[src/rtl/lsa_map.svh]
// Register offsets, field positions, reset values and timing counts of the live status block.
`ifndef LSA_MAP_SVH
`define LSA_MAP_SVH

// Register offsets on the serial register port.
`define LSA_LIVE_OFS      8'h2F
`define LSA_MASK_OFS      8'h3C
`define LSA_CHLATCH_OFS   8'h50

// Reset values.
`define LSA_LIVE_RST      16'h0000
`define LSA_MASK_RST      15'h0000
`define LSA_CHLATCH_RST   4'h0

// Field positions in the live view.
`define LSA_RSVD_BIT      15
`define LSA_RDY_BIT       14
`define LSA_BUSY_BIT      13
`define LSA_SEL_LSB       10
`define LSA_SEL_MSB       12
`define LSA_SUPPLY_LSB    5
`define LSA_HOT_BIT       4

// Timing: clock period, ready pulse length and channel debounce time.
`define LSA_CLK_NS        100
`define LSA_RDY_NS        24000
`define LSA_RDY_CYC       (`LSA_RDY_NS / `LSA_CLK_NS)
`define LSA_DEB_NS        2000000
`define LSA_DEB_CYC       (`LSA_DEB_NS / `LSA_CLK_NS)

`endif

[src/rtl/lsa_pkg.sv]
// Types shared by the live status and alert mask block.
package lsa_pkg;

  // Ready pin sequencer for continuous conversion mode.
  typedef enum logic [0:0] {
    RDY_IDLE  = 1'b0,
    RDY_PULSE = 1'b1
  } lsa_rdy_state_t;

  // One register access from the serial front end.
  typedef struct packed {
    logic        wr;
    logic        rd;
    logic [7:0]  addr;
    logic [15:0] wdata;
  } lsa_req_t;

  // Asynchronous fault levels, packed in live view order (bits 9 down to 0).
  typedef struct packed {
    logic       reg1v8;
    logic       digitalSupply;
    logic       analogSupply;
    logic       reg5v;
    logic       chargePump;
    logic       overheat;
    logic [3:0] chan;
  } lsa_async_t;

  // Synchroniser state.
  typedef struct packed {
    lsa_async_t s1;
    lsa_async_t s2;
    lsa_async_t s3;
    lsa_async_t q;
  } lsa_sync_t;

  // Whole state of the main block.
  typedef struct packed {
    logic                 dataRdy;
    logic [14:0]          mask;
    logic [3:0]           chLatch;
    logic [3:0][15:0]     debCnt;
    lsa_rdy_state_t       rdyState;
    logic [7:0]           rdyCnt;
    logic                 adcRdyN;
    logic                 alertN;
    logic [15:0]          rdData;
    logic                 rdValid;
  } lsa_state_t;

endpackage : lsa_pkg

[src/rtl/lsa_sync_filt.sv]
// Three-stage synchroniser for the asynchronous fault levels.
`timescale 1ns/100ps

module lsa_sync_filt (
  input  wire logic            clock,
  input  wire logic            rstn,
  input  wire lsa_pkg::lsa_async_t asyncIn,
  output lsa_pkg::lsa_async_t  stableOut
);
  import lsa_pkg::*;

  lsa_sync_t st_q;
  lsa_sync_t st_d;

  // A bit only moves when stages two and three agree, so one late sample cannot glitch it.
  always_comb begin
    st_d    = st_q;
    st_d.s1 = asyncIn;
    st_d.s2 = st_q.s1;
    st_d.s3 = st_q.s2;
    st_d.q  = (st_q.s2 & st_q.s3) | (st_q.q & (st_q.s2 | st_q.s3));
  end

  // State register.
  always_ff @(posedge clock or negedge rstn) begin
    if (!rstn) begin
      st_q <= '0;
    end else begin
      st_q <= st_d;
    end
  end

  assign stableOut = st_q.q;

endmodule : lsa_sync_filt

[src/rtl/lsa_live_alert.sv]
// Live status view, conversion ready pin, channel fault latches and alert masking.
`timescale 1ns/100ps
`include "lsa_map.svh"

module lsa_live_alert #(
  parameter int DEBOUNCE_CYC = `LSA_DEB_CYC
) (
  input  wire logic                clock,
  input  wire logic                rstn,
  input  wire lsa_pkg::lsa_req_t   req,
  input  wire logic                convDone,
  input  wire logic                contMode,
  input  wire logic                adcBusy,
  input  wire logic [2:0]          convertingInputSel,
  input  wire lsa_pkg::lsa_async_t faultPins,
  input  wire logic [3:0]          chOutFunc,
  input  wire logic [10:0]         alertOther,
  output logic [15:0]              rdData,
  output logic                     rdValid,
  output logic                     adcRdyN,
  output logic                     alertN,
  output logic [3:0]               chFaultLatched
);
  import lsa_pkg::*;

  localparam logic [7:0]  RDY_CYC  = 8'(`LSA_RDY_CYC);
  localparam logic [15:0] DEB_LAST = 16'(DEBOUNCE_CYC - 1);
  localparam logic [15:0] LIVE_RST = `LSA_LIVE_RST;

  lsa_state_t  st_q;
  lsa_state_t  st_d;
  lsa_async_t  liveSync;
  logic [15:0] liveView;
  logic [15:0] latchedAll;
  logic        w1cRdy;
  logic        maskWr;
  logic [3:0]  w1cChan;

  // Fault levels come from analog monitors, so they cross into this clock first.
  lsa_sync_filt u_sync (
    .clock     (clock),
    .rstn      (rstn),
    .asyncIn   (faultPins),
    .stableOut (liveSync)
  );

  // Live view is built fresh every cycle from the sources, never held.
  always_comb begin
    liveView = {1'b0,                 // Reserved bit reads zero.
                st_q.dataRdy,
                adcBusy,
                convertingInputSel,
                liveSync};
  end

  // Latched status word seen by the alert logic, one position per mask bit.
  always_comb begin
    latchedAll = {1'b0, alertOther, st_q.chLatch};
  end

  // Write decodes; clears act only on bits written as one.
  always_comb begin
    w1cRdy  = req.wr && (req.addr == `LSA_LIVE_OFS) && req.wdata[`LSA_RDY_BIT];
    maskWr  = req.wr && (req.addr == `LSA_MASK_OFS);
    w1cChan = (req.wr && (req.addr == `LSA_CHLATCH_OFS)) ? req.wdata[3:0] : 4'h0;
  end

  // Next state of the whole block.
  always_comb begin
    st_d = st_q;

    // A completed conversion wins over a clear in the same cycle, so it is never lost.
    if (convDone) begin
      st_d.dataRdy = 1'b1;
    end else if (w1cRdy) begin
      st_d.dataRdy = 1'b0;
    end

    // Mask bits 14 down to 0 are writable; bit 15 does not exist and reads zero.
    if (maskWr) begin
      st_d.mask = req.wdata[14:0];
    end

    // Channel latches: output functions need the fault held for the debounce time.
    for (int i = 0; i < 4; i++) begin
      if (chOutFunc[i]) begin
        if (!liveSync.chan[i]) begin
          st_d.debCnt[i] = 16'h0000;
        end else if (st_q.debCnt[i] == DEB_LAST) begin
          st_d.chLatch[i] = 1'b1;
        end else begin
          st_d.debCnt[i] = st_q.debCnt[i] + 16'h0001;
        end
      end else begin
        // Input functions debounce upstream, so the live level latches at once.
        st_d.debCnt[i] = 16'h0000;
        if (liveSync.chan[i]) begin
          st_d.chLatch[i] = 1'b1;
        end
      end
      // Clear only when no set is pending this cycle; set wins.
      if (w1cChan[i] && !st_d.chLatch[i]) begin
        st_d.chLatch[i] = 1'b0;
      end else if (w1cChan[i] && !(st_q.chLatch[i] == 1'b0)) begin
        st_d.chLatch[i] = (chOutFunc[i] && liveSync.chan[i] && st_q.debCnt[i] == DEB_LAST)
                          || (!chOutFunc[i] && liveSync.chan[i]);
      end
    end

    // Ready pin sequencer.
    case (st_q.rdyState)
      RDY_IDLE: begin
        if (contMode && convDone) begin
          st_d.rdyState = RDY_PULSE;
          st_d.rdyCnt   = RDY_CYC;
        end
      end
      RDY_PULSE: begin
        if (!contMode) begin
          st_d.rdyState = RDY_IDLE;
          st_d.rdyCnt   = 8'h00;
        end else if (convDone) begin
          st_d.rdyCnt = RDY_CYC;  // A new result restarts the low time.
        end else if (st_q.rdyCnt == 8'h01) begin
          st_d.rdyState = RDY_IDLE;
          st_d.rdyCnt   = 8'h00;
        end else begin
          st_d.rdyCnt = st_q.rdyCnt - 8'h01;
        end
      end
      default: begin
        st_d.rdyState = RDY_IDLE;
        st_d.rdyCnt   = 8'h00;
      end
    endcase

    // The pin is active low: single mode mirrors the flag, continuous mode a timed pulse.
    if (contMode) begin
      st_d.adcRdyN = !(st_d.rdyState == RDY_PULSE);
    end else begin
      st_d.adcRdyN = !st_d.dataRdy;
    end

    // Masked bits stay recorded but cannot pull the pin.
    st_d.alertN = !(|(latchedAll & ~{1'b0, st_q.mask}));

    // Register reads answer one cycle later; unmapped offsets read zero.
    st_d.rdValid = req.rd;
    if (req.rd) begin
      case (req.addr)
        `LSA_LIVE_OFS:    st_d.rdData = liveView;
        `LSA_MASK_OFS:    st_d.rdData = {1'b0, st_q.mask};
        `LSA_CHLATCH_OFS: st_d.rdData = {12'h000, st_q.chLatch};
        default:          st_d.rdData = 16'h0000;
      endcase
    end
  end

  // State register; everything returns to zero except the active-low adcRdyN and alertN, which reset high, leaving all alerts unmasked.
  always_ff @(posedge clock or negedge rstn) begin
    if (!rstn) begin
      st_q         <= '0;
      st_q.dataRdy <= LIVE_RST[`LSA_RDY_BIT];
      st_q.mask    <= `LSA_MASK_RST;
      st_q.chLatch <= `LSA_CHLATCH_RST;
      st_q.adcRdyN <= 1'b1;
      st_q.alertN  <= 1'b1;
    end else begin
      st_q <= st_d;
    end
  end

  // Outputs come straight from the state register.
  assign rdData         = st_q.rdData;
  assign rdValid        = st_q.rdValid;
  assign adcRdyN        = st_q.adcRdyN;
  assign alertN         = st_q.alertN;
  assign chFaultLatched = st_q.chLatch;

  // Checks on the live view: a read returns the level of the cycle it was taken.
  property p_live_now;
    @(posedge clock) disable iff (!rstn)
    (req.rd && req.addr == `LSA_LIVE_OFS)
      |=> (rdData[9:0] == $past(liveSync)) && (rdData[15] == 1'b0);
  endproperty
  a_live_now: assert property (p_live_now) else $error("Live view read stale");

  property p_live_sel;
    @(posedge clock) disable iff (!rstn)
    (req.rd && req.addr == `LSA_LIVE_OFS)
      |=> rdData[12:10] == $past(convertingInputSel) && rdData[13] == $past(adcBusy);
  endproperty
  a_live_sel: assert property (p_live_sel) else $error("Busy or input select wrong");

  property p_live_hot_chan;
    @(posedge clock) disable iff (!rstn)
    (req.rd && req.addr == `LSA_LIVE_OFS)
      |=> rdData[4] == $past(liveSync.overheat) && rdData[3:0] == $past(liveSync.chan);
  endproperty
  a_live_hot_chan: assert property (p_live_hot_chan) else $error("Hot or chan bit wrong");

  // Data ready flag: set on completion, cleared only by a one in bit 14.
  property p_rdy_set;
    @(posedge clock) disable iff (!rstn)
    convDone |=> st_q.dataRdy;
  endproperty
  a_rdy_set: assert property (p_rdy_set) else $error("Ready flag missed a conversion");

  property p_rdy_hold;
    @(posedge clock) disable iff (!rstn)
    (st_q.dataRdy && !w1cRdy) |=> st_q.dataRdy;
  endproperty
  a_rdy_hold: assert property (p_rdy_hold) else $error("Ready flag dropped unasked");

  // Single mode pin mirrors the flag.
  property p_pin_single;
    @(posedge clock) disable iff (!rstn)
    (!contMode && $past(!contMode)) |-> adcRdyN == !st_q.dataRdy;
  endproperty
  a_pin_single: assert property (p_pin_single) else $error("Ready pin not following flag");

  // Continuous mode pin: still low eight cycles into the pulse, high after the last count.
  property p_pin_cont;
    @(posedge clock) disable iff (!rstn)
    (contMode && convDone ##1 (contMode && !convDone)[*8])
      |-> !adcRdyN && st_q.rdyCnt == RDY_CYC - 8'd7;
  endproperty
  a_pin_cont: assert property (p_pin_cont) else $error("Ready pulse count wrong");

  property p_pin_end;
    @(posedge clock) disable iff (!rstn)
    (st_q.rdyState == RDY_PULSE && st_q.rdyCnt == 8'h01 && contMode && !convDone)
      |=> adcRdyN;
  endproperty
  a_pin_end: assert property (p_pin_end) else $error("Ready pin stayed low");

  // Alert pin against latched status and mask.
  property p_alert;
    @(posedge clock) disable iff (!rstn)
    1'b1 |=> alertN == !(|($past(latchedAll) & ~{1'b0, $past(st_q.mask)}));
  endproperty
  a_alert: assert property (p_alert) else $error("Alert pin disagrees with mask");

  property p_mask_store;
    @(posedge clock) disable iff (!rstn)
    maskWr |=> st_q.mask == $past(req.wdata[14:0]);
  endproperty
  a_mask_store: assert property (p_mask_store) else $error("Mask write lost");

  // Debounced latch sets only after the full interval of a held fault.
  property p_deb;
    @(posedge clock) disable iff (!rstn)
    ($rose(st_q.chLatch[0]) && $past(chOutFunc[0])) |-> $past(st_q.debCnt[0]) == DEB_LAST;
  endproperty
  a_deb: assert property (p_deb) else $error("Channel latch set early");

  // Write-one clear empties idle input-function latches; masking never clears a latch.
  property p_chan_clear;
    @(posedge clock) disable iff (!rstn)
    (w1cChan == 4'hF && !(|liveSync.chan) && !(|chOutFunc)) |=> st_q.chLatch == 4'h0;
  endproperty
  a_chan_clear: assert property (p_chan_clear) else $error("Channel latch kept");

  property p_mask_keeps;
    @(posedge clock) disable iff (!rstn)
    (st_q.chLatch[0] && st_q.mask[0] && !w1cChan[0]) |=> st_q.chLatch[0];
  endproperty
  a_mask_keeps: assert property (p_mask_keeps) else $error("Masked status lost");

  // Once the timed pulse is over, a still-set flag must not hold the pin low.
  property p_cont_high;
    @(posedge clock) disable iff (!rstn)
    (contMode && st_q.dataRdy && st_q.rdyState == RDY_IDLE && !convDone) |=> adcRdyN;
  endproperty
  a_cont_high: assert property (p_cont_high) else $error("Ready pin held by flag");

  property p_reset_zero;
    @(posedge clock)
    $rose(rstn) |-> st_q.mask == 15'h0000 && !st_q.dataRdy;
  endproperty
  a_reset_zero: assert property (p_reset_zero) else $error("Reset value not zero");

  // Main scenarios.
  c_cont_pulse: cover property (@(posedge clock) disable iff (!rstn)
    contMode && convDone ##1 !adcRdyN);
  c_alert_on: cover property (@(posedge clock) disable iff (!rstn) $fell(alertN));
  c_masked: cover property (@(posedge clock) disable iff (!rstn)
    (|latchedAll) && alertN);
  c_chan_latch: cover property (@(posedge clock) disable iff (!rstn)
    $rose(st_q.chLatch[0]));

endmodule : lsa_live_alert

[config.mk]
export PLATFORM = sky130hd
export DESIGN_NAME = lsa_live_alert
export DESIGN_NICKNAME = d
export VERILOG_FILES = /design/src/rtl/lsa_pkg.sv /design/src/rtl/lsa_sync_filt.sv /design/src/rtl/lsa_live_alert.sv
export VERILOG_INCLUDE_DIRS = /design/src /design/src/rtl
export SDC_FILE = /design/constraint.sdc
export NUM_CORES = 1
export LEC_CHECK = 0
export BUFFER_PORTS_ARGS = -buffer_cell sky130_fd_sc_hd__buf_4
export CORE_MARGIN = 4
export CORE_UTILIZATION = 26
export CTS_CLUSTER_DIAMETER = 200
export CTS_CLUSTER_SIZE = 10
export DETAILED_ROUTE_END_ITERATION = 10
export PLACE_DENSITY = 0.53
export SETUP_SLACK_MARGIN = 0.5
export SKIP_LAST_GASP = 1
export SYNTH_ARGS = -nofsm -noshare
export SYNTH_HDL_FRONTEND = slang
export SYNTH_HIERARCHICAL = 1
export SYNTH_SLANG_ARGS = --single-unit
[constraint.sdc]
create_clock -name clock -period 1.8 [get_ports clock]
set_clock_uncertainty 0.05 [all_clocks]
set_input_delay 0.36 -clock clock [delete_from_list [all_inputs] [get_ports clock]]
set_output_delay 0.36 -clock clock [all_outputs]
set_load 0.02 [all_outputs]
==> flow_metrics.env <==
export IMPL_synth_ff_type="sky130_fd_sc_hd__dfrtp_1"
export IMPL_final_critical_path_setup_slack_ns=-0.009070
export IMPL_routed_wl_mm=19.54
export IMPL_drt_pre_antenna_iters=5
export IMPL_avgRoutedWirePerCell_microns=16.04
export IMPL_power_density_cell_area_mw_per_mm2=751.9
export IMPL_worst_r2r_endpoint="st_q[29]$_DFFE_PN0N_"
export IMPL_total_die_area_sq_mm=0.02962
export IMPL_layout_drive_gt1_share=0.4864
export IMPL_max_slew_margin=0.5703
export IMPL_clkLatencyLatePin_ns=0.42
export IMPL_postSynth_asyncResetShare=1.000
export IMPL_synth_ff_latch_count=151
export IMPL_design_core_area_sq_mm=0.02628
export IMPL_slew_viol_final=0
export IMPL_max_clock_freq_ghz=0.5528
export IMPL_worst_ep_arrival_time_ns=2.07
export IMPL_grt_remaining_overflow=0
export IMPL_via_count=5776
export IMPL_antenna_violations_before_repair=1
export IMPL_cts_made_buffers=17
export IMPL_critPathRequiredTime_ns=2.06
export IMPL_crit_path_start="st_q[40]$_DFFE_PN0N_"
export IMPL_die_height_microns=172.1
export IMPL_grt_first_pass_wirelength_mm=30.35
export IMPL_netlist_top_cell_by_area="sky130_fd_sc_hd__dfrtp_1"
export IMPL_htree_num_levels=4
export IMPL_worst_slew_pin_transition_ns=0.6430
export IMPL_timing_rr_start="st_q[40]$_DFFE_PN0N_"
export IMPL_critical_path_slowest_cell="sky130_fd_sc_hd__or4b_4"
export IMPL_globalRouteTotalUtil=0.1299
export IMPL_peakVddDrop_v=0.0006928
export IMPL_synth_edf_count=0
export IMPL_timing_critical_path_from_type="register"
export IMPL_seq_area_frac_synth=0.5399
export IMPL_total_leakage_power_nw=4.804
export IMPL_violations="negative setup slack"
export IMPL_place_hpwl_mm=12.70
export IMPL_cp_slowest_stage_delay_ns=0.55
export IMPL_ios=82
export IMPL_synth_top_area_share=0.5324
export IMPL_tritoncts="done"
export IMPL_rsz0062_at_grt="yes"
export IMPL_root_buffer="sky130_fd_sc_hd__clkbuf_16"
export IMPL_synth_top_cells_by_area="sky130_fd_sc_hd__dfrtp_1, sky130_fd_sc_hd__buf_4, sky130_fd_sc_hd__inv_1"
export IMPL_setup_viol=2
export IMPL_drtIter0Drc=264
export IMPL_syn_avg_cell_area_sq_um=10.68
export IMPL_areaGrowthSynthToFinish_pct=54.12
export IMPL_cts_sinks=151
export IMPL_setup_worst_path_class="register to register"
export IMPL_worst_r2r_cell_count=5
export IMPL_final_ant_viol_nets=0
export IMPL_synthesized_instance_count=656
export IMPL_worstHoldPathCells=1
export IMPL_die_width_microns=172.1
export IMPL_path_cells="or4b_4, nor4_4, buf_6, mux2i_1, nor2_1"
export IMPL_holdCritPathClass="input port to register"
export IMPL_synth_yosys_warnings=6
export IMPL_initial_core_util=0.2665
export IMPL_finalHoldWorstSlack_ns=0.02129
export IMPL_post_layout_nonfiller_instances=1218
export IMPL_gpl_final_weighted_congestion=0.7797
export IMPL_drc_errors=0
export IMPL_clock_tree_buffer_depth=2
export IMPL_fillCellCount=2448
export IMPL_endpoint="st_q[29]$_DFFE_PN0N_"
export IMPL_synth_fp_nets=721
export IMPL_run_status="finished with violations"
export IMPL_max_cap_violations=0
export IMPL_avgViaCountPerCell=4.742
export IMPL_placementRows=59
export IMPL_worst_setup_hold_path_clk_slew_ns=0.06
export IMPL_grt_pass1_vias=5683
export IMPL_final_period_minus_worst_setup_slack_ns=1.809
export IMPL_finalCritPeriodShare=1.005
export IMPL_regToRegSetupSlack_ns=-0.009
export IMPL_critPathMaxFanout=5
export IMPL_hold_viol=0
export IMPL_synth_distinct_cells=62
export IMPL_grt_start_max_net_pins=58
export IMPL_setup_tns_final_ns=-0.01658
export IMPL_numPlacedInstances=1080
export IMPL_synthesized_cell_area_sq_mm=0.007003
export IMPL_placement_io_buffers=79
export IMPL_worstSetupEndpointType="register"
export IMPL_layout_nets=934
## per-layer routing
| layer | global-route usage | wire length, microns | vias to the layer above | part of all wire |
|---|---|---|---|---|
| met1 | 0.1716 | 8941 | 2839 | 0.46 |
| met4 | 0.04477 | 363 | 2 | 0.019 |
| met2 | 0.2133 | 9431 | 133 | 0.48 |
| met3 | 0.02652 | 783 | 31 | 0.040 |
| met5 | 0 | 13 | - | 0.00067 |
| li1 | - | - | 2771 | - |
## worst max-delay path: cells and delay by family (launching register included)
family | cells | cell delay (ns)
buffers and inverters | 1 | 0.18
AND/OR/NAND/NOR | 3 | 0.91
multiplexers | 1 | 0.18
flip-flops | 1 | 0.38
## worst min-delay path by stage
stage | from | to | slack (ns)
floorplan | rstn | chFaultLatched[0]$_DFF_PN0_ | 0.01
global placement | rstn | u_sync/st_d[27]$_DFF_PN0_ | 0.20
detailed placement | rstn | u_sync/st_d[27]$_DFF_PN0_ | 0.20
CTS | faultPins[8] | u_sync/st_d[28]$_DFF_PN0_ | 0.0003
global route | faultPins[8] | u_sync/st_d[28]$_DFF_PN0_ | 0.001
finish | faultPins[8] | u_sync/st_d[28]$_DFF_PN0_ | 0.02
## cells in the mapped netlist, types with 4 or more instances
library cell,instances
sky130_fd_sc_hd__a21oi_1,25
sky130_fd_sc_hd__a31oi_1,6
sky130_fd_sc_hd__inv_1,49
sky130_fd_sc_hd__ha_1,6
sky130_fd_sc_hd__o31ai_1,6
sky130_fd_sc_hd__a22oi_1,15
sky130_fd_sc_hd__clkbuf_1,11
sky130_fd_sc_hd__xor2_1,12
sky130_fd_sc_hd__nor3_1,19
sky130_fd_sc_hd__buf_4,31
sky130_fd_sc_hd__and3_1,6
sky130_fd_sc_hd__o22ai_1,19
sky130_fd_sc_hd__o221ai_1,5
sky130_fd_sc_hd__maj3_2,10
sky130_fd_sc_hd__dfrtp_1,149
sky130_fd_sc_hd__o211ai_1,7
sky130_fd_sc_hd__nand3_1,16
sky130_fd_sc_hd__xnor2_1,20
sky130_fd_sc_hd__a21o_1,4
sky130_fd_sc_hd__nand2_1,40
sky130_fd_sc_hd__or4_1,10
sky130_fd_sc_hd__nor4_1,9
sky130_fd_sc_hd__and4_1,7
sky130_fd_sc_hd__mux2_2,15
sky130_fd_sc_hd__and2_1,7
sky130_fd_sc_hd__nand2b_1,8
sky130_fd_sc_hd__nand4_1,18
sky130_fd_sc_hd__or3_1,9
sky130_fd_sc_hd__nor2_1,45
sky130_fd_sc_hd__o21ai_0,21
## cell usage in the layout (no fill, tap or decap), drive strengths merged, types with 3 or more instances in the layout
cell         synthesis  layout
o22ai               19      19
bufinv               0       3
nor3                19      19
nand2b               8       8
ha                   6       6
nand3               17      18
a21oi               25      25
xnor2               20      20
dlygate4sd3          0       9
or4b                 4       4
or3                  9       9
inv                 49      52
o31ai                6       6
a31oi                6       6
nand2               41      41
clkbuf              11      19
a31o                 3       3
mux2                15      15
nand4               18      18
nor2                45      45
a22oi               15      15
o211ai               7       7
xor2                12      12
a21boi               3       3
buf                 34     228
maj3                10      10
o21ai               21      21
nor4                13      13
and2                 7       7
mux2i                3       3
clkinv               0       7
and4                 7       7
dfrtp              149     149
o221ai               6       6
and3                 6       6
or4                 11      11
nor4b                4       4
a21o                 4       4
## cell type report
type	instances	area, sq um	share of cell area
inverter	49	186.4	0.01727
sequential	151	3795	0.3516
multi-input combinational	412	3617	0.3351
tap	335	419.2	0.03884
clock inverter	14	173.9	0.01611
antenna	1	2.502	0.0002319
clock buffer	18	439.2	0.04069
timing repair buffer	238	2160	0.2001
## sequential cells by signal (all words and copies together), names as in the netlist
| name | cells |
|---|---|
| alertN | 1 |
| adcRdyN | 1 |
| u_sync/st_q | 10 |
| st_q | 88 |
| rdValid | 1 |
| chFaultLatched | 4 |
| u_sync/st_d | 20 |
| liveView | 1 |
| rdData | 15 |
| u_sync/stableOut | 10 |
## kinds of logic after synthesis
family	synth area share
mux	0.02841
simple gates	0.1769
xor+xnor	0.04002
flops	0.5399
buf+inv	0.06754
other cells	0.0005355
fa+ha+maj	0.02680
compound gates	0.1199
## per-stage QoR
step | utilization | cell area [sq um] | power [mW] | setup slack, ns
2_1_floorplan | - | 7198 | 3.953 | 0.02020
3_3_place_gp | 0.3183 | 8366 | 4.267 | -0.07180
3_5_place_dp | 0.3183 | 8366 | 4.275 | -0.07550
4_1_cts | 0.3903 | 10260 | 8.141 | -0.02309
5_1_grt | 0.4106 | 10790 | 8.427 | -0.08419
6_report | 0.4107 | 10790 | 8.115 | -0.009070
## report_power, final
group	total (mW)	switching, mW	internal (mW)
clock	3.69	1.46	2.23
combinational	0.815	0.408	0.406
sequential	3.61	0.0921	3.52
total	8.12	1.96	6.15
## timing repair
item	CTS	global route
endpoints found under the setup margin	125	128
hold endpoints to repair	28	1
hold buffers	8	1
buffers inserted	63	29
pin swaps	60	71
gates cloned	3	1
gates resized for setup	155	70
No activity file was read; power rests on OpenSTA's default activity.
